[config.mk]
export PLATFORM = sky130hd
export DESIGN_NAME = sleep_wake_control
export DESIGN_NICKNAME = d
export VERILOG_FILES = /design/src/sleep_wake_pkg.sv /design/src/wake_if.sv /design/src/sleep_wake_control.sv /design/src/wake_sync.sv
export SDC_FILE = /design/constraint.sdc
export NUM_CORES = 1
export LEC_CHECK = 0
export ABC_CLOCK_PERIOD_IN_PS = 2350
export BUFFER_PORTS_ARGS = -buffer_cell sky130_fd_sc_hd__buf_2
export CAP_MARGIN = 20
export CELL_PAD_IN_SITES_DETAIL_PLACEMENT = 0
export CELL_PAD_IN_SITES_GLOBAL_PLACEMENT = 2
export CORE_MARGIN = 5
export CORE_UTILIZATION = 28
export CTS_CLUSTER_SIZE = 8
export DETAILED_ROUTE_END_ITERATION = 6
export PLACE_DENSITY = 0.77
export SYNTH_ARGS = -nofsm -noshare
export SYNTH_HDL_FRONTEND = slang
export SYNTH_SLANG_ARGS = --single-unit
[constraint.sdc]
create_clock -name CLK_SYS_I -period 2.35 [get_ports CLK_SYS_I]
set_clock_uncertainty 0.15 [all_clocks]
set_input_delay 0.1175 -clock CLK_SYS_I [delete_from_list [all_inputs] [get_ports CLK_SYS_I]]
set_output_delay 0.1175 -clock CLK_SYS_I [all_outputs]
set_load 0.03 [all_outputs]
[src/sleep_wake_pkg.sv]
// constants and types shared by the sleep/wake controller and its detector
// assumes a single 10 MHz system clock domain
package sleep_wake_pkg;
  localparam int unsigned CLK_PERIOD_NS     = 100;
  localparam int unsigned RESET_EXIT_CYCLES = 6;
  localparam logic [2:0]  RESET_CNT_MAX     = 3'h6;
  localparam logic [19:0] RESET_VECTOR      = 20'h00000;
  localparam int unsigned NUM_MASKABLE      = 5;
  // bit positions of the maskable sources
  localparam int unsigned SRC_EXT_IRQ_0     = 0;
  localparam int unsigned SRC_EXT_IRQ_2     = 1;
  localparam int unsigned SRC_ASYNC_SERIAL  = 2;
  localparam int unsigned SRC_CLOCKED_SER   = 3;
  localparam int unsigned SRC_RELOAD_TIMER  = 4;
  localparam logic [4:0]  ENABLE_RESET      = 5'h00;

  typedef enum logic [3:0] {
    ST_RUN   = 4'h1,
    ST_SLEEP = 4'h2,
    ST_WAKE  = 4'h4,
    ST_RESET = 4'h8
  } wake_state_t;

  typedef enum logic [1:0] {
    WAKE_NONE = 2'h0,
    WAKE_NMI  = 2'h1,
    WAKE_IRQ  = 2'h2,
    WAKE_RESUME = 2'h3
  } wake_kind_t;
endpackage

[src/wake_if.sv]
// carries the request levels, pins synchronised and internal sources direct, from the detector to the controller
// assumes both ends share CLK_SYS_I
`timescale 1ns/1ps
interface wake_if;
  import sleep_wake_pkg::*;
  logic                    reset_low;
  logic                    nmi;
  logic [NUM_MASKABLE-1:0] irq;
  modport src (output reset_low, output nmi, output irq);
  modport dst (input reset_low, input nmi, input irq);
endinterface

[src/sleep_wake_control.sv]
// sleep entry, wake decision and refresh gating for the processor core
// assumes core, peripherals and refresh timer run on CLK_SYS_I; pins are asynchronous
`timescale 1ns/1ps

// Notes on behaviour
// - reset held low six clocks while asleep ends sleep and restarts from address zero.
// - sleep also ends on an nmi, ext_irq_0, ext_irq_2, serial channel, clocked serial or timer interrupt.
// - an nmi during sleep wakes the core into the nmi response, whatever the enables, unless a reset exit falls in the same cycle.
// - a maskable source whose own enable is clear is ignored and the core stays asleep.
// - an enabled maskable source with global_irq_enable_flag set wakes into its interrupt response.
// - an enabled maskable source with global_irq_enable_flag clear wakes and resumes after sleep_instruction.
// - no refresh is inserted while asleep, in reset, with the bus released or during wait states.
module sleep_wake_control
  import sleep_wake_pkg::*;
(
  input  wire logic                    CLK_SYS_I,
  input  wire logic                    RST_I,
  input  wire logic                    RESET_N_PIN_I,
  input  wire logic                    NMI_N_PIN_I,
  input  wire logic                    EXT_IRQ_0_N_I,
  input  wire logic                    EXT_IRQ_2_N_I,
  input  wire logic                    ASYNC_SERIAL_IRQ_I,
  input  wire logic                    CLOCKED_SERIAL_IRQ_I,
  input  wire logic                    RELOAD_TIMER_IRQ_I,
  input  wire logic [NUM_MASKABLE-1:0] SRC_ENABLE_I,
  input  wire logic                    GLOBAL_IRQ_ENABLE_FLAG_I,
  input  wire logic                    SLEEP_INSTRUCTION_I,
  input  wire logic                    BUS_RELEASED_I,
  input  wire logic                    WAIT_STATE_I,
  input  wire logic                    REFRESH_DUE_I,
  input  wire logic                    WAKE_ACK_I,
  output logic                         SLEEPING_O,
  output logic                         FETCH_HALT_O,
  output logic                         REFRESH_ALLOW_O,
  output logic                         CORE_RESET_O,
  output logic [19:0]                  RESTART_ADDR_O,
  output logic                         WAKE_VALID_O,
  output logic [1:0]                   WAKE_KIND_O,
  output logic [NUM_MASKABLE-1:0]      WAKE_SRC_O
);
  wake_if wk ();

  wake_sync u_sync (
    .clk_i           (CLK_SYS_I),
    .rst_i           (RST_I),
    .reset_n_pin_i   (RESET_N_PIN_I),
    .nmi_n_pin_i     (NMI_N_PIN_I),
    .ext_irq_n_pin_i ({EXT_IRQ_2_N_I, EXT_IRQ_0_N_I}),
    .int_irq_i       ({RELOAD_TIMER_IRQ_I, CLOCKED_SERIAL_IRQ_I, ASYNC_SERIAL_IRQ_I}),
    .wk              (wk)
  );

  wake_state_t                 state_q,  state_d;
  logic [2:0]                  rcnt_q,   rcnt_d;
  logic                        nmi_q,    nmi_d;
  logic                        sleep_q,  sleep_d;
  logic                        halt_q,   halt_d;
  logic                        refr_q,   refr_d;
  logic                        crst_q,   crst_d;
  logic [19:0]                 addr_q,   addr_d;
  logic                        wval_q,   wval_d;
  logic [1:0]                  wkind_q,  wkind_d;
  logic [NUM_MASKABLE-1:0]     wsrc_q,   wsrc_d;
  logic [NUM_MASKABLE-1:0]     enabled_hits;
  logic                        nmi_edge;
  logic                        in_sleep;
  logic                        reset_exit;
  logic                        nmi_wake;
  logic                        irq_wake;
  logic                        ack_take;
  logic                        pin_release;

  // wake decisions shared by the groups below: reset exit outranks nmi, nmi outranks the rest
  always_comb begin
    enabled_hits = wk.irq & SRC_ENABLE_I;
    nmi_edge     = wk.nmi & ~nmi_q;
    in_sleep     = (state_q == ST_SLEEP);
    reset_exit   = in_sleep && (rcnt_q == RESET_CNT_MAX);
    nmi_wake     = in_sleep && !reset_exit && nmi_edge;
    irq_wake     = in_sleep && !reset_exit && !nmi_edge && (|enabled_hits);
    ack_take     = (state_q == ST_WAKE) && WAKE_ACK_I;
    pin_release  = (state_q == ST_RESET) && !wk.reset_low;
  end

  // low-reset counter saturates so a long hold stays a single event
  always_comb begin
    rcnt_d = 3'h0;
    if (wk.reset_low) begin
      rcnt_d = rcnt_q;
      if (rcnt_q != RESET_CNT_MAX) begin
        rcnt_d = rcnt_q + 3'h1;
      end
    end
  end

  always_ff @(posedge CLK_SYS_I) begin
    if (RST_I) begin
      rcnt_q <= 3'h0;
    end else begin
      rcnt_q <= rcnt_d;
    end
  end

  // edge memory: an nmi pin held low wakes only once
  always_comb begin
    nmi_d = wk.nmi;
  end

  always_ff @(posedge CLK_SYS_I) begin
    if (RST_I) begin
      nmi_q <= 1'b0;
    end else begin
      nmi_q <= nmi_d;
    end
  end

  always_comb begin
    state_d = state_q;
    case (state_q)
      ST_RUN: begin
        if (SLEEP_INSTRUCTION_I) begin
          state_d = ST_SLEEP;
        end
      end
      ST_SLEEP: begin
        if (reset_exit) begin
          state_d = ST_RESET;
        end else if (nmi_wake || irq_wake) begin
          state_d = ST_WAKE;
        end
      end
      ST_WAKE: begin
        // result held until the core takes it
        if (ack_take) begin
          state_d = ST_RUN;
        end
      end
      ST_RESET: begin
        // core held in reset until the pin rises
        if (pin_release) begin
          state_d = ST_RUN;
        end
      end
      default: begin
        state_d = ST_RUN;
      end
    endcase
  end

  always_ff @(posedge CLK_SYS_I) begin
    if (RST_I) begin
      state_q <= ST_RUN;
    end else begin
      state_q <= state_d;
    end
  end

  always_comb begin
    wval_d  = wval_q;
    wkind_d = wkind_q;
    wsrc_d  = wsrc_q;
    addr_d  = addr_q;
    if (reset_exit) begin
      addr_d  = RESET_VECTOR;
    end else if (nmi_wake) begin
      wval_d  = 1'b1;
      wkind_d = WAKE_NMI;
      wsrc_d  = '0;
    end else if (irq_wake) begin
      wval_d  = 1'b1;
      wsrc_d  = enabled_hits;
      // flag clear: skip the response, fast resume for event sync
      wkind_d = GLOBAL_IRQ_ENABLE_FLAG_I ? WAKE_IRQ : WAKE_RESUME;
    end else if (ack_take) begin
      wval_d  = 1'b0;
      wkind_d = WAKE_NONE;
      wsrc_d  = '0;
    end
  end

  always_ff @(posedge CLK_SYS_I) begin
    if (RST_I) begin
      addr_q  <= RESET_VECTOR;
      wval_q  <= 1'b0;
      wkind_q <= WAKE_NONE;
      wsrc_q  <= ENABLE_RESET;
    end else begin
      addr_q  <= addr_d;
      wval_q  <= wval_d;
      wkind_q <= wkind_d;
      wsrc_q  <= wsrc_d;
    end
  end

  // flags follow the next state so refresh is already withheld on the entry edge
  always_comb begin
    sleep_d = (state_d == ST_SLEEP);
    halt_d  = (state_d == ST_SLEEP) || (state_d == ST_RESET);
    crst_d  = (state_d == ST_RESET);
    refr_d  = REFRESH_DUE_I && (state_d == ST_RUN) && !BUS_RELEASED_I && !WAIT_STATE_I;
  end

  always_ff @(posedge CLK_SYS_I) begin
    if (RST_I) begin
      sleep_q <= 1'b0;
      halt_q  <= 1'b0;
      refr_q  <= 1'b0;
      crst_q  <= 1'b0;
    end else begin
      sleep_q <= sleep_d;
      halt_q  <= halt_d;
      refr_q  <= refr_d;
      crst_q  <= crst_d;
    end
  end

  assign SLEEPING_O      = sleep_q;
  assign FETCH_HALT_O    = halt_q;
  assign REFRESH_ALLOW_O = refr_q;
  assign CORE_RESET_O    = crst_q;
  assign RESTART_ADDR_O  = addr_q;
  assign WAKE_VALID_O    = wval_q;
  assign WAKE_KIND_O     = wkind_q;
  assign WAKE_SRC_O      = wsrc_q;
endmodule // sleep_wake_control

[src/wake_sync.sv]
// three-stage synchronisers for pin-level wake requests
// assumes pins are asynchronous to CLK_SYS_I; internal sources pass straight through
`timescale 1ns/1ps
module wake_sync
  import sleep_wake_pkg::*;
(
  input  wire logic                    clk_i,
  input  wire logic                    rst_i,
  input  wire logic                    reset_n_pin_i,
  input  wire logic                    nmi_n_pin_i,
  input  wire logic [1:0]              ext_irq_n_pin_i,
  input  wire logic [2:0]              int_irq_i,
  wake_if.src                          wk
);
  // bit 0 reset, 1 nmi, 2..3 external irqs
  logic [3:0] s1_q, s2_q, s3_q, st_q;
  logic [3:0] s1_d, s2_d, s3_d, st_d;

  always_comb begin
    s1_d = {~ext_irq_n_pin_i, ~nmi_n_pin_i, ~reset_n_pin_i};
    s2_d = s1_q;
    s3_d = s2_q;
    st_d = st_q;
    // only commit when the last two stages agree
    for (int i = 0; i < 4; i++) begin
      if (s2_q[i] == s3_q[i]) begin
        st_d[i] = s3_q[i];
      end
    end
  end

  always_ff @(posedge clk_i) begin
    if (rst_i) begin
      s1_q <= 4'h0;
      s2_q <= 4'h0;
      s3_q <= 4'h0;
      st_q <= 4'h0;
    end else begin
      s1_q <= s1_d;
      s2_q <= s2_d;
      s3_q <= s3_d;
      st_q <= st_d;
    end
  end

  assign wk.reset_low = st_q[0];
  assign wk.nmi       = st_q[1];
  assign wk.irq       = {int_irq_i, st_q[3:2]};
endmodule // wake_sync
**After elaboration in Yosys (flattened, before gate mapping)**

Index checks and enable logic that the tools add are counted.

- $add $sub $neg: 1
- Equality and inequality tests: 13
- Mux-type cells: 16
- Bitwise gates (word level): 8
- Reductions and logical operators: 21

Operators with widths:

| operator | count |
|---|---|
| 4-bit 2-to-1 mux | 5 |
| 4-bit one-hot mux with 4 select lines | 1 |
| 5-bit 2-to-1 mux | 3 |
| 1-bit logical AND | 10 |
| 4-bit by 1-bit equality test with 1-bit output (second input constant) | 2 |
| 4-bit by 2-bit equality test with 1-bit output (second input constant) | 2 |
| 4-bit equality test (second input constant) | 2 |
| 2-bit 2-to-1 mux | 3 |
| 5-bit bitwise AND | 1 |
| 1-bit zero test | 5 |
| 1-bit inverter | 5 |
| 5-bit OR reduction | 1 |
| 1-bit equality test | 4 |
| 4-bit by 3-bit equality test with 1-bit output (second input constant) | 1 |
| 1-bit 2-to-1 mux | 4 |
| 3-bit by 1-bit adder with 3-bit output (second input constant) | 1 |
| 3-bit equality test (second input constant) | 1 |
| 3-bit inequality test (second input constant) | 1 |
| 3-bit nonzero test | 1 |
| 1-bit logical OR | 2 |
| 2-bit inverter | 1 |
| 2-bit AND reduction | 1 |
| 2-bit OR reduction | 1 |
| 1-bit bitwise AND | 1 |

- Register bits: 36
- Bits of input ports: 20
- Output and inout bits: 32
- Word-level logic and storage cells: 76

**Logic depth before layout (Yosys ltp)**

Gate-level depths: netlist (run 1).

- Word-level depth: 14
- Depth in mapped cells: 7
- Gate-level depth less buffers: 6

**Hierarchy**

From an unflattened synthesis (run 1), not the netlist that was laid out.

- Cells, all modules: 147
- Area, all modules: 1470.2 um^2

By module, submodules not included:

| module | instances | cells an instance | area each (um^2) | sequential area each (um^2) |
|---|---|---|---|---|
| sleep_wake_control | 1 | 103 | 980.9 | 400.4 |
| wake_sync | 1 | 44 | 489.2 | 320.3 |

**Worst setup path after synthesis (run 1)**

OpenSTA, ideal clock, no wires.

- Path type: reg-to-reg
- From: reg u_sync.st_q[2]
- To: reg wkind_q[1], in the netlist WAKE_KIND_O[1]
- Setup time: 60 ps
- Arrival time: 1492 ps
- Required time: 2140 ps
- Path slack: 648 ps
- Cell stages (with the launch flop): 5
- Path buffers: 0
- Clock period less this slack: 1702 ps
- Cell sequence: dfxtp_1 > a222oi_1 > nand3b_1 > a221oi_2 > a22o_1

- Word-level cells in the longest chain between the ends: 5
- Elaborated cells on any way between the ends: 7
- Those cells by class: 2 x mux; 1 x bitwise; 4 x reduce/logical

RTL lines:

| what | line | RTL |
|---|---|---|
| from (decl) | wake_sync.sv:16 | `logic [3:0] s1_q, s2_q, s3_q, st_q;` |
| from (signal assigned) | wake_sync.sv:42 | `st_q <= st_d;` |
| 5-bit bitwise AND * | sleep_wake_control.sv:75 | `enabled_hits = wk.irq & SRC_ENABLE_I;` |
| 5-bit OR reduction * | sleep_wake_control.sv:80 | `irq_wake = in_sleep && !reset_exit && !nmi_edge && (\|enabled_hits);` |
| 1-bit logical AND * | sleep_wake_control.sv:80 |  |
| 3-bit nonzero test (no source line) / 2-bit 2-to-1 mux (equally long branches) | n/a |  |
| 2-bit AND reduction (no source line) / 2-bit 2-to-1 mux (equally long branches) | n/a |  |
| to (signal assigned) | sleep_wake_control.sv:190 | `wkind_q <= wkind_d;` |
| to (decl) | sleep_wake_control.sv:62 | `logic [1:0] wkind_q, wkind_d;` |

Every way passes the cells marked *; elsewhere a longest branch is shown, timed or not.
A chain may end at the register's enable or synchronous reset.

**Worst setup path in the final report (run 1)**

- From: in SRC_ENABLE_I[0]
- To: reg wkind_q[1], in the netlist WAKE_KIND_O[1]

- Word-level cells in the longest chain between the ends: 5
- Elaborated cells on any way between the ends: 7
- Those cells by class: 2 x mux; 1 x bitwise; 4 x reduce/logical

RTL lines:

| what | line | RTL |
|---|---|---|
| from (decl) | sleep_wake_control.sv:25 | `input wire logic [NUM_MASKABLE-1:0] SRC_ENABLE_I,` |
| 5-bit bitwise AND * | sleep_wake_control.sv:75 |  |
| 5-bit OR reduction * | sleep_wake_control.sv:80 |  |
| 1-bit logical AND * | sleep_wake_control.sv:80 |  |
| 3-bit nonzero test (no source line) / 2-bit 2-to-1 mux (equally long branches) | n/a |  |
| 2-bit AND reduction (no source line) / 2-bit 2-to-1 mux (equally long branches) | n/a |  |

Marks and branches as above.

==> results.ini, run 1 <==
[run_status]
status=finished clean

[critical_path]
timing.critical_path.to_type=register
worst-endpoint-required_ns=2.44
delay_of_the_slowest_cell_on_the_worst_path_ns=0.54
start_kind=primary input
cpMaxStageDelayCell=sky130_fd_sc_hd__a221oi_2
worst-setup-path-type=in -> reg
crit_fanout=6
crit_path_cell_trace=dlygate4sd3_1 -> buf_2 -> a222oi_1 -> nand3b_1 -> a221oi_2 -> a22o_1
data_arrival_time_of_the_worst_path_ns=2.27

[detailed_routing]
route.detailed.wl_per_inst_um=10.6
drc=0
route.detailed.vias_per_inst=4.15
drt-pass1-iter-count=5
drtAntennaViolNets=0
route.final.wire_length_um=2850
via_count=1117
drt_iter0_markers=52

[sta]
slew_viol_final=0
final_critical_path_share_of_the_clock_period_pct=92.8
count_of_final_hold_check_violations=0
fmaxAchievable_mhz=459
maxSlewHeadroom_pct=65.1
hold_slack_ns=0.0108
shortest_clock_period_the_worst_path_allows_after_layout_ns=2.18
setup_repair_after_global_routing_missed_its_margin=false
worst-slew-pin-transition_ns=0.523
finalSetupViolCount=0
setup_tns_ns=0

[floorplanning]
initial_utilization_pct=28.3
design.core.area_um2=5040
die-width_um=81.4
core.rowCount=26
ioPinCount=52
die_area_um2=6620
die_height_um=81.4

[pwr]
worst_ir_drop_vdd_uv=282
total_leakage_power_nw=0.799
power.density_nw_per_um2=709
power.total_mw=1.31

[cts]
clock-root-buffer=sky130_fd_sc_hd__clkbuf_8
cts_tree=done
numCtsBuffers=5
post_cts_resized=0
worst_skew_pair.late_latency_ns=0.29
clk_pin_slew_worst_paths_ns=0.08
cts_sinks=36
cts_max_path_buffers=2
htree_levels=2

[grt]
grt_use_total_pct=8.55
antenna_found_initial=0
grt_max_degree=27
first_global_vias=980
grt_first_pass_wirelength_um=4300
grt_ovf=0

[synthesis]
synth.ff_latch_count=36
synth-compound-area-share_pct=14.5
netlist_instances=148
post_synth_edffs=0
synth_seq_area_share_pct=50.5
syn-mean-instance-area_um2=9.64
synthArstFlopShare_pct=0
synth_top_family_by_area=simple AND/OR/NAND/NOR gates
synth.distinct_cells=34
yosys-mux-area-fraction_pct=0
yosys.area_share.simple_pct=20.1
synth.yosys.warnings=0
netlist_area_um2=1430
post_synthesis_adder_cell_area_fraction_pct=1.75
yosys_most_used_dff=sky130_fd_sc_hd__dfxtp_1
synthXorXnorAreaFrac_pct=0.614

[flow_run]
maxcap_viol_count=0

[finish]
drive_gt1_share_pct=22.6
num-fill-cells=525
post-route-cell-area_um2=1850
insertedDiodeCount=0
flow.area_growth_from_synthesis_pct=29.8
layout.nets=220

[placed_design]
place.gp.congestion=0.723
post-dp-hpwl_um=1990
placed_cell_area_um2=1580
number_of_buffer_cells_added_on_primary_ports=31

[worst_hold_path]
hold_path_class=in -> reg

## through the flow
stage / setup slack (ns) / std cells / utilization, %
after global routing: 0.0423 / 269 / 36.7
final: 0.169 / 269 / 36.7
after global placement: 0.397 / 245 / 31.3
after CTS: 0.180 / 269 / 36.7
after floorplan: 0.648 / 167 / -
after detailed placement: 0.341 / 245 / 31.3
## logic make-up after synthesis
group                      Yosys count
and+or+nand+nor                     53
DFF                                 36
AOI/OAI and AO/OA                   29
buffers and inverters               26
adders and majority gates            2
xor gates and xnor gates             1
other                                1
## per-layer routing
metal	part of all wire [%]	routed length [um]	GRT usage (%)	up-vias
met5	0	0	0	-
met4	2.1	60	4.56	0
met3	7.5	214	3.10	7
met2	44	1250	13.0	36
met1	47	1330	10.4	500
li1	-	-	-	574
## cell type report
cell class	instances	area, um2	share of cell area [%]
flip-flops and latches	36	721	38.9
multi-input cells	105	602	32.5
repair buffers	48	323	17.4
well taps	70	87.6	4.73
clock buffers	5	68.8	3.72
clock inverters	3	42.5	2.30
inverters	2	7.51	0.405
## synth_stat cells, types with 2 or more instances
master / number / share of area, %
sky130_fd_sc_hd__a31oi_1: 2 / 0.88
sky130_fd_sc_hd__dfxtp_1: 36 / 51
sky130_fd_sc_hd__a32o_1: 5 / 3.5
sky130_fd_sc_hd__buf_4: 20 / 11
sky130_fd_sc_hd__nand2_1: 15 / 3.9
sky130_fd_sc_hd__nor2b_1: 10 / 4.4
sky130_fd_sc_hd__o21ai_0: 6 / 2.1
sky130_fd_sc_hd__buf_2: 2 / 0.70
sky130_fd_sc_hd__nor4_1: 3 / 1.3
sky130_fd_sc_hd__buf_1: 2 / 0.53
sky130_fd_sc_hd__a21oi_1: 8 / 2.8
sky130_fd_sc_hd__nor2_1: 14 / 3.7
sky130_fd_sc_hd__ha_1: 2 / 1.8
sky130_fd_sc_hd__inv_1: 2 / 0.53
sky130_fd_sc_hd__nor3b_1: 2 / 1.1
## cell usage in the layout (no fill, tap or decap)
| cell | synthesis | final |
|---|---|---|
| sky130_fd_sc_hd__nor4_1 | 3 | 3 |
| sky130_fd_sc_hd__a221oi_2 | 1 | 1 |
| sky130_fd_sc_hd__nor3b_1 | 2 | 2 |
| sky130_fd_sc_hd__and2_1 | 1 | 1 |
| sky130_fd_sc_hd__nor2_1 | 14 | 14 |
| sky130_fd_sc_hd__buf_2 | 2 | 31 |
| sky130_fd_sc_hd__nand2_1 | 15 | 15 |
| sky130_fd_sc_hd__clkbuf_8 | 0 | 5 |
| sky130_fd_sc_hd__a22oi_1 | 1 | 1 |
| sky130_fd_sc_hd__nand3b_1 | 1 | 1 |
| sky130_fd_sc_hd__nor2b_1 | 10 | 10 |
| sky130_fd_sc_hd__dfxtp_1 | 36 | 36 |
| sky130_fd_sc_hd__a32o_1 | 5 | 5 |
| sky130_fd_sc_hd__dlygate4sd3_1 | 0 | 16 |
| sky130_fd_sc_hd__nand2b_1 | 1 | 1 |
| sky130_fd_sc_hd__clkinvlp_4 | 0 | 1 |
| sky130_fd_sc_hd__buf_4 | 20 | 1 |
| sky130_fd_sc_hd__a211oi_1 | 1 | 1 |
| sky130_fd_sc_hd__and3_1 | 1 | 1 |
| sky130_fd_sc_hd__a31oi_1 | 2 | 2 |
| sky130_fd_sc_hd__a22o_1 | 1 | 1 |
| sky130_fd_sc_hd__a21oi_1 | 8 | 8 |
| sky130_fd_sc_hd__nor3b_2 | 1 | 1 |
| sky130_fd_sc_hd__o31ai_1 | 1 | 1 |
| sky130_fd_sc_hd__conb_1 | 1 | 20 |
| sky130_fd_sc_hd__nor3_1 | 1 | 1 |
| sky130_fd_sc_hd__a21oi_2 | 1 | 1 |
| sky130_fd_sc_hd__xnor2_1 | 1 | 1 |
| sky130_fd_sc_hd__a222oi_1 | 1 | 1 |
| sky130_fd_sc_hd__and3b_1 | 1 | 1 |
| sky130_fd_sc_hd__or4b_4 | 1 | 1 |
| sky130_fd_sc_hd__inv_1 | 2 | 2 |
| sky130_fd_sc_hd__bufinv_16 | 0 | 1 |
| sky130_fd_sc_hd__nor4b_2 | 1 | 1 |
| sky130_fd_sc_hd__ha_1 | 2 | 2 |
| sky130_fd_sc_hd__o2bb2ai_1 | 1 | 1 |
| sky130_fd_sc_hd__o21ai_0 | 6 | 6 |
| sky130_fd_sc_hd__clkinv_2 | 0 | 1 |
## worst max-delay path: cells and delay by family
family	cells	cell delay (ns)
AO/OA/AOI/OAI	3	1.25
buffers and inverters	2	0.66
AND/OR/NAND/NOR	1	0.23
## report_power, final
group / total (mW) / internal (mW) / switching, mW / leakage [nW]
Combinational: 0.142 / 0.0496 / 0.0925 / 0.452
Sequential: 0.636 / 0.626 / 0.00995 / 0.293
Clock: 0.535 / 0.314 / 0.222 / 0.0541
## final timing paths
check | from | endpoint | slack [ns] | depth (start not counted)
worst max register to register | u_sync.st_q[2] | WAKE_KIND_O[1] | 0.33 | 4
worst max-delay path | SRC_ENABLE_I[0] | WAKE_KIND_O[1] | 0.17 | 6
worst min-delay path | WAKE_ACK_I | state_q[2] | 0.01 | 3
worst min register to register | u_sync.s1_q[2] | u_sync.s2_q[2] | 0.28 | 1
## timing repair
| action | CTS | global route |
|---|---|---|
| hold buffers | 16 | 0 |
| hold endpoints to repair | 12 | 0 |
| buffers inserted | 0 | 0 |
## registers in the layout (all words and copies together) (netlist names)
name and count:
u_sync.s1_q 4, u_sync.st_q 4, state_q 4, u_sync.s2_q 4, SLEEPING_O 1, WAKE_SRC_O 5
REFRESH_ALLOW_O 1, u_sync.s3_q 4, WAKE_VALID_O 1, WAKE_KIND_O 2, rcnt_q 3, CORE_RESET_O 1
FETCH_HALT_O 1, nmi_q 1
Power figures use the tool's default switching activity.
==> run 2, diff against run 1 <==
--- a/config.mk
+++ b/config.mk
@@ -5,13 +5,14 @@
 export SDC_FILE = /design/constraint.sdc
 export NUM_CORES = 1
 export LEC_CHECK = 0
+export ABC_AREA = 1
 export ABC_CLOCK_PERIOD_IN_PS = 2350
 export BUFFER_PORTS_ARGS = -buffer_cell sky130_fd_sc_hd__buf_2
 export CAP_MARGIN = 20
 export CELL_PAD_IN_SITES_DETAIL_PLACEMENT = 0
 export CELL_PAD_IN_SITES_GLOBAL_PLACEMENT = 2
 export CORE_MARGIN = 5
-export CORE_UTILIZATION = 28
+export CORE_UTILIZATION = 27
 export CTS_CLUSTER_SIZE = 8
 export DETAILED_ROUTE_END_ITERATION = 6
 export PLACE_DENSITY = 0.77
==> run 2 against run 1 <==
Compared with the run above:
- clock power barely moved
- largest power group unchanged
- sequential cell count stayed put
- worst hold slack better by 0.020 ns
- design area is 6.9% higher
- synthesized area increased by 8.9%
- critical path type is now reg -> reg
- total power rose by 0.86%
==> results.ini, run 2 <==
[critical_path]
worstPathBufferInverterCount=2  ; unchanged
cpMaxStageDelayCell=sky130_fd_sc_hd__dlygate4sd3_1  ; was sky130_fd_sc_hd__a221oi_2
data_arrival_time_of_the_worst_path_ns=2.14  ; was 2.27 ns
worst-setup-path-type=reg -> reg  ; was in -> reg
crit_fanout=7  ; was 6
crit_family=buffers and inverters  ; was compound AO/OA/AOI/OAI gates
timing.critical_path.to_type=register  ; unchanged
worst-endpoint-required_ns=2.42  ; was 2.44 ns
start_kind=register  ; was primary input
delay_of_the_slowest_cell_on_the_worst_path_ns=0.56  ; was 0.54 ns
crit_path_cell_trace=inv_1 -> ha_1 -> nand2_4 -> nand3b_4 -> nor2_4 -> nand3_1 -> dlygate4sd3_1 -> a21oi_1  ; was dlygate4sd3_1 -> buf_2 -> a222oi_1 -> nand3b_1 -> a221oi_2 -> a22o_1

[synthesis]
netlist_area_um2=1550  ; was 1430 um2
post_synth_edffs=0  ; unchanged
synthArstFlopShare_pct=0  ; unchanged
synth_seq_area_share_pct=46.4  ; was 50.5%
synth.distinct_cells=26  ; was 34
synth.ff_latch_count=36  ; unchanged
synth_top_cells_by_count=36 x sky130_fd_sc_hd__dfxtp_1, 34 x sky130_fd_sc_hd__nor2_1, 20 x sky130_fd_sc_hd__buf_4, 18 x sky130_fd_sc_hd__inv_1, 14 x sky130_fd_sc_hd__nand2_1  ; was 36 x sky130_fd_sc_hd__dfxtp_1, 20 x sky130_fd_sc_hd__buf_4, 15 x sky130_fd_sc_hd__nand2_1, 14 x sky130_fd_sc_hd__nor2_1, 10 x sky130_fd_sc_hd__nor2b_1
yosysTopAreaCellShare_pct=46.4  ; was 50.5%
netlist_instances=190  ; was 148
area_leader_netlist=sky130_fd_sc_hd__dfxtp_1  ; unchanged
yosys_most_used_dff=sky130_fd_sc_hd__dfxtp_1  ; unchanged
synth.yosys.warnings=0  ; unchanged
synth_most_common_cell=sky130_fd_sc_hd__dfxtp_1  ; unchanged
syn-mean-instance-area_um2=8.17  ; was 9.64 um2
main_area_contributors_after_synthesis=sky130_fd_sc_hd__dfxtp_1 46%, sky130_fd_sc_hd__buf_4 9.7%, sky130_fd_sc_hd__nor2_1 8.2%, sky130_fd_sc_hd__inv_1 4.4%, sky130_fd_sc_hd__nand3_1 4.2%  ; was sky130_fd_sc_hd__dfxtp_1 51%, sky130_fd_sc_hd__buf_4 11%, sky130_fd_sc_hd__nor2b_1 4.4%, sky130_fd_sc_hd__nand2_1 3.9%, sky130_fd_sc_hd__nor2_1 3.7%

[sta]
slew_viol_final=0  ; unchanged
hold_slack_ns=0.0313  ; was 0.0108 ns
setup_repair_after_global_routing_missed_its_margin=false  ; unchanged
final_critical_path_share_of_the_clock_period_pct=88.2  ; was 92.8%
shortest_clock_period_the_worst_path_allows_after_layout_ns=2.07  ; was 2.18 ns
fmaxAchievable_mhz=483  ; was 459 MHz
finalSetupViolCount=0  ; unchanged
setup_tns_ns=0  ; unchanged
count_of_final_hold_check_violations=0  ; unchanged

[finish]
layout.nets=262  ; was 220
drive_gt1_share_pct=23.2  ; was 22.6%
flow.area_growth_from_synthesis_pct=27.5  ; was 29.8%
most-common-layout-cells=36 x sky130_fd_sc_hd__dfxtp_1, 34 x sky130_fd_sc_hd__nor2_1, 31 x sky130_fd_sc_hd__buf_2  ; was 36 x sky130_fd_sc_hd__dfxtp_1, 31 x sky130_fd_sc_hd__buf_2, 20 x sky130_fd_sc_hd__conb_1
max_reg_flops=5  ; unchanged
layout.cells.most_common=sky130_fd_sc_hd__dfxtp_1  ; unchanged
final_util_pct=35.7  ; was 36.7%
insertedDiodeCount=0  ; unchanged
post-route-cell-area_um2=1980  ; was 1850 um2

[floorplanning]
ioPinCount=52  ; unchanged
die_area_um2=7370  ; was 6620 um2
core.rowCount=27  ; was 26
initial_utilization_pct=28.0  ; was 28.3%
design.core.area_um2=5540  ; was 5040 um2
die-width_um=85.8  ; was 81.4 um
die_height_um=85.8  ; was 81.4 um

[pwr]
total_leakage_power_nw=0.897  ; was 0.799 nW
power.density_nw_per_um2=669  ; was 709 nW/um2
power.total_mw=1.32  ; was 1.31 mW
worst_ir_drop_vdd_uv=378  ; was 282 uV

[detailed_routing]
drt_iter0_markers=51  ; was 52
drc=0  ; unchanged
drtAntennaViolNets=0  ; unchanged
via_count=1269  ; was 1117
route.detailed.wl_per_inst_um=10.0  ; was 10.6 um
route.final.wire_length_um=3140  ; was 2850 um
drt-pass1-iter-count=4  ; was 5
route.detailed.vias_per_inst=4.05  ; was 4.15

[cts]
worst_skew_pair.late_latency_ns=0.29  ; about the same
cts_tree=done  ; unchanged
cts_max_path_buffers=2  ; unchanged
clock-root-buffer=sky130_fd_sc_hd__clkbuf_8  ; unchanged
cts_sinks=36  ; unchanged
clk_pin_slew_worst_paths_ns=0.07  ; was 0.08 ns
postCtsSetupRepairBufs=0  ; unchanged
htree_levels=2  ; unchanged
numCtsBuffers=5  ; unchanged

[grt]
grt_first_pass_wirelength_um=5420  ; was 4300 um
met3_usage_pct=2.98  ; was 3.10%
grt_use_total_pct=9.20  ; was 8.55%
antenna_found_initial=0  ; unchanged
groute.layer.met2.usage_pct=15.3  ; was 13.0%
grt_ovf=0  ; unchanged
met1_usage_pct=10.8  ; was 10.4%
first_global_vias=1260  ; was 980
grt_max_degree=26  ; was 27
gr_peak_layer=met2  ; unchanged

[run_status]
status=finished clean  ; unchanged

[placed_design]
number_of_buffer_cells_added_on_primary_ports=31  ; unchanged
place.gp.congestion=0.735  ; was 0.723
placed_cell_area_um2=1710  ; was 1580 um2
post-dp-hpwl_um=2330  ; was 1990 um

[flow_run]
maxcap_viol_count=0  ; unchanged

[worst_hold_path]
hold_path_class=in -> reg  ; unchanged

## run 2: cell count changes in the layout (fill, tap and decap cells not counted), sizes merged, moves of 5 or more
cell   before  now
inv         2   21
nor2       14   38
nand3       0   14
a32o        5    0
nor2b      10    0
nand4       0    7
nand2      15   20
## run 2: worst register-to-register path, cell delays in order (launching register included)
cell and delay, ns:
sky130_fd_sc_hd__dfxtp_1 0.37, sky130_fd_sc_hd__inv_1 0.06, sky130_fd_sc_hd__ha_1 0.24, sky130_fd_sc_hd__nand2_4 0.14
sky130_fd_sc_hd__nand3b_4 0.10, sky130_fd_sc_hd__nor2_4 0.16, sky130_fd_sc_hd__nand3_1 0.09, sky130_fd_sc_hd__dlygate4sd3_1 0.56
sky130_fd_sc_hd__a21oi_1 0.14
## run 2: area by class of cell
class	count	area, um2
Clock buffer	5	68.8
Inverter	21	78.8
Fill cell	613	3560
Timing Repair Buffer	47	315
Sequential cell	36	721
Multi-Input combinational cell	129	663
Clock inverter	3	42.5
Tap cell	72	90.1
## run 2: cell families after synthesis
family | after synthesis | synth area share, %
adders and majority gates | 2 | 1.61
buffers and inverters | 44 | 15.5
and+or+nand+nor | 84 | 28.4
DFF | 36 | 46.4
AOI/OAI and AO/OA | 23 | 7.82
other | 1 | 0.242
## run 2: what timing repair did
action,CTS,global route
endpoints found under the hold margin,11,0
gates resized for setup,0,0
hold buffers,16,0
## run 2: stage by stage
stage | instances | setup slack [ns]
after floorplan | 209 | 0.845
after global placement | 289 | 0.761
after detailed placement | 289 | 0.695
after CTS | 313 | 0.264
after global routing | 313 | 0.108
final | 313 | 0.278
## run 2: worst paths after layout
| check | startpoint | endpoint | slack, ns | depth (start not counted) |
|---|---|---|---|---|
| worst max-delay path | rcnt_q[0] | WAKE_SRC_O[3] | 0.28 | 8 |
| worst min-delay path | WAKE_ACK_I | state_q[2] | 0.03 | 4 |
| worst min register to register | u_sync.s1_q[1] | u_sync.s2_q[1] | 0.25 | 2 |
| worst max register to register | rcnt_q[0] | WAKE_SRC_O[3] | 0.28 | 8 |
## run 2: per-layer routing
layer	part of all wire [%]	up-vias	routed length (um)
li1	-	669	-
met1	42	558	1320
met2	50	35	1570
met3	6.5	7	205
met4	1.3	0	40
met5	0	-	0
## run 2: report_power, final
part	leakage [nW]	switching, mW	total, mW	internal (mW)
combinational	0.550	0.105	0.154	0.0493
sequential	0.293	0.00843	0.636	0.628
clock	0.0541	0.221	0.534	0.314
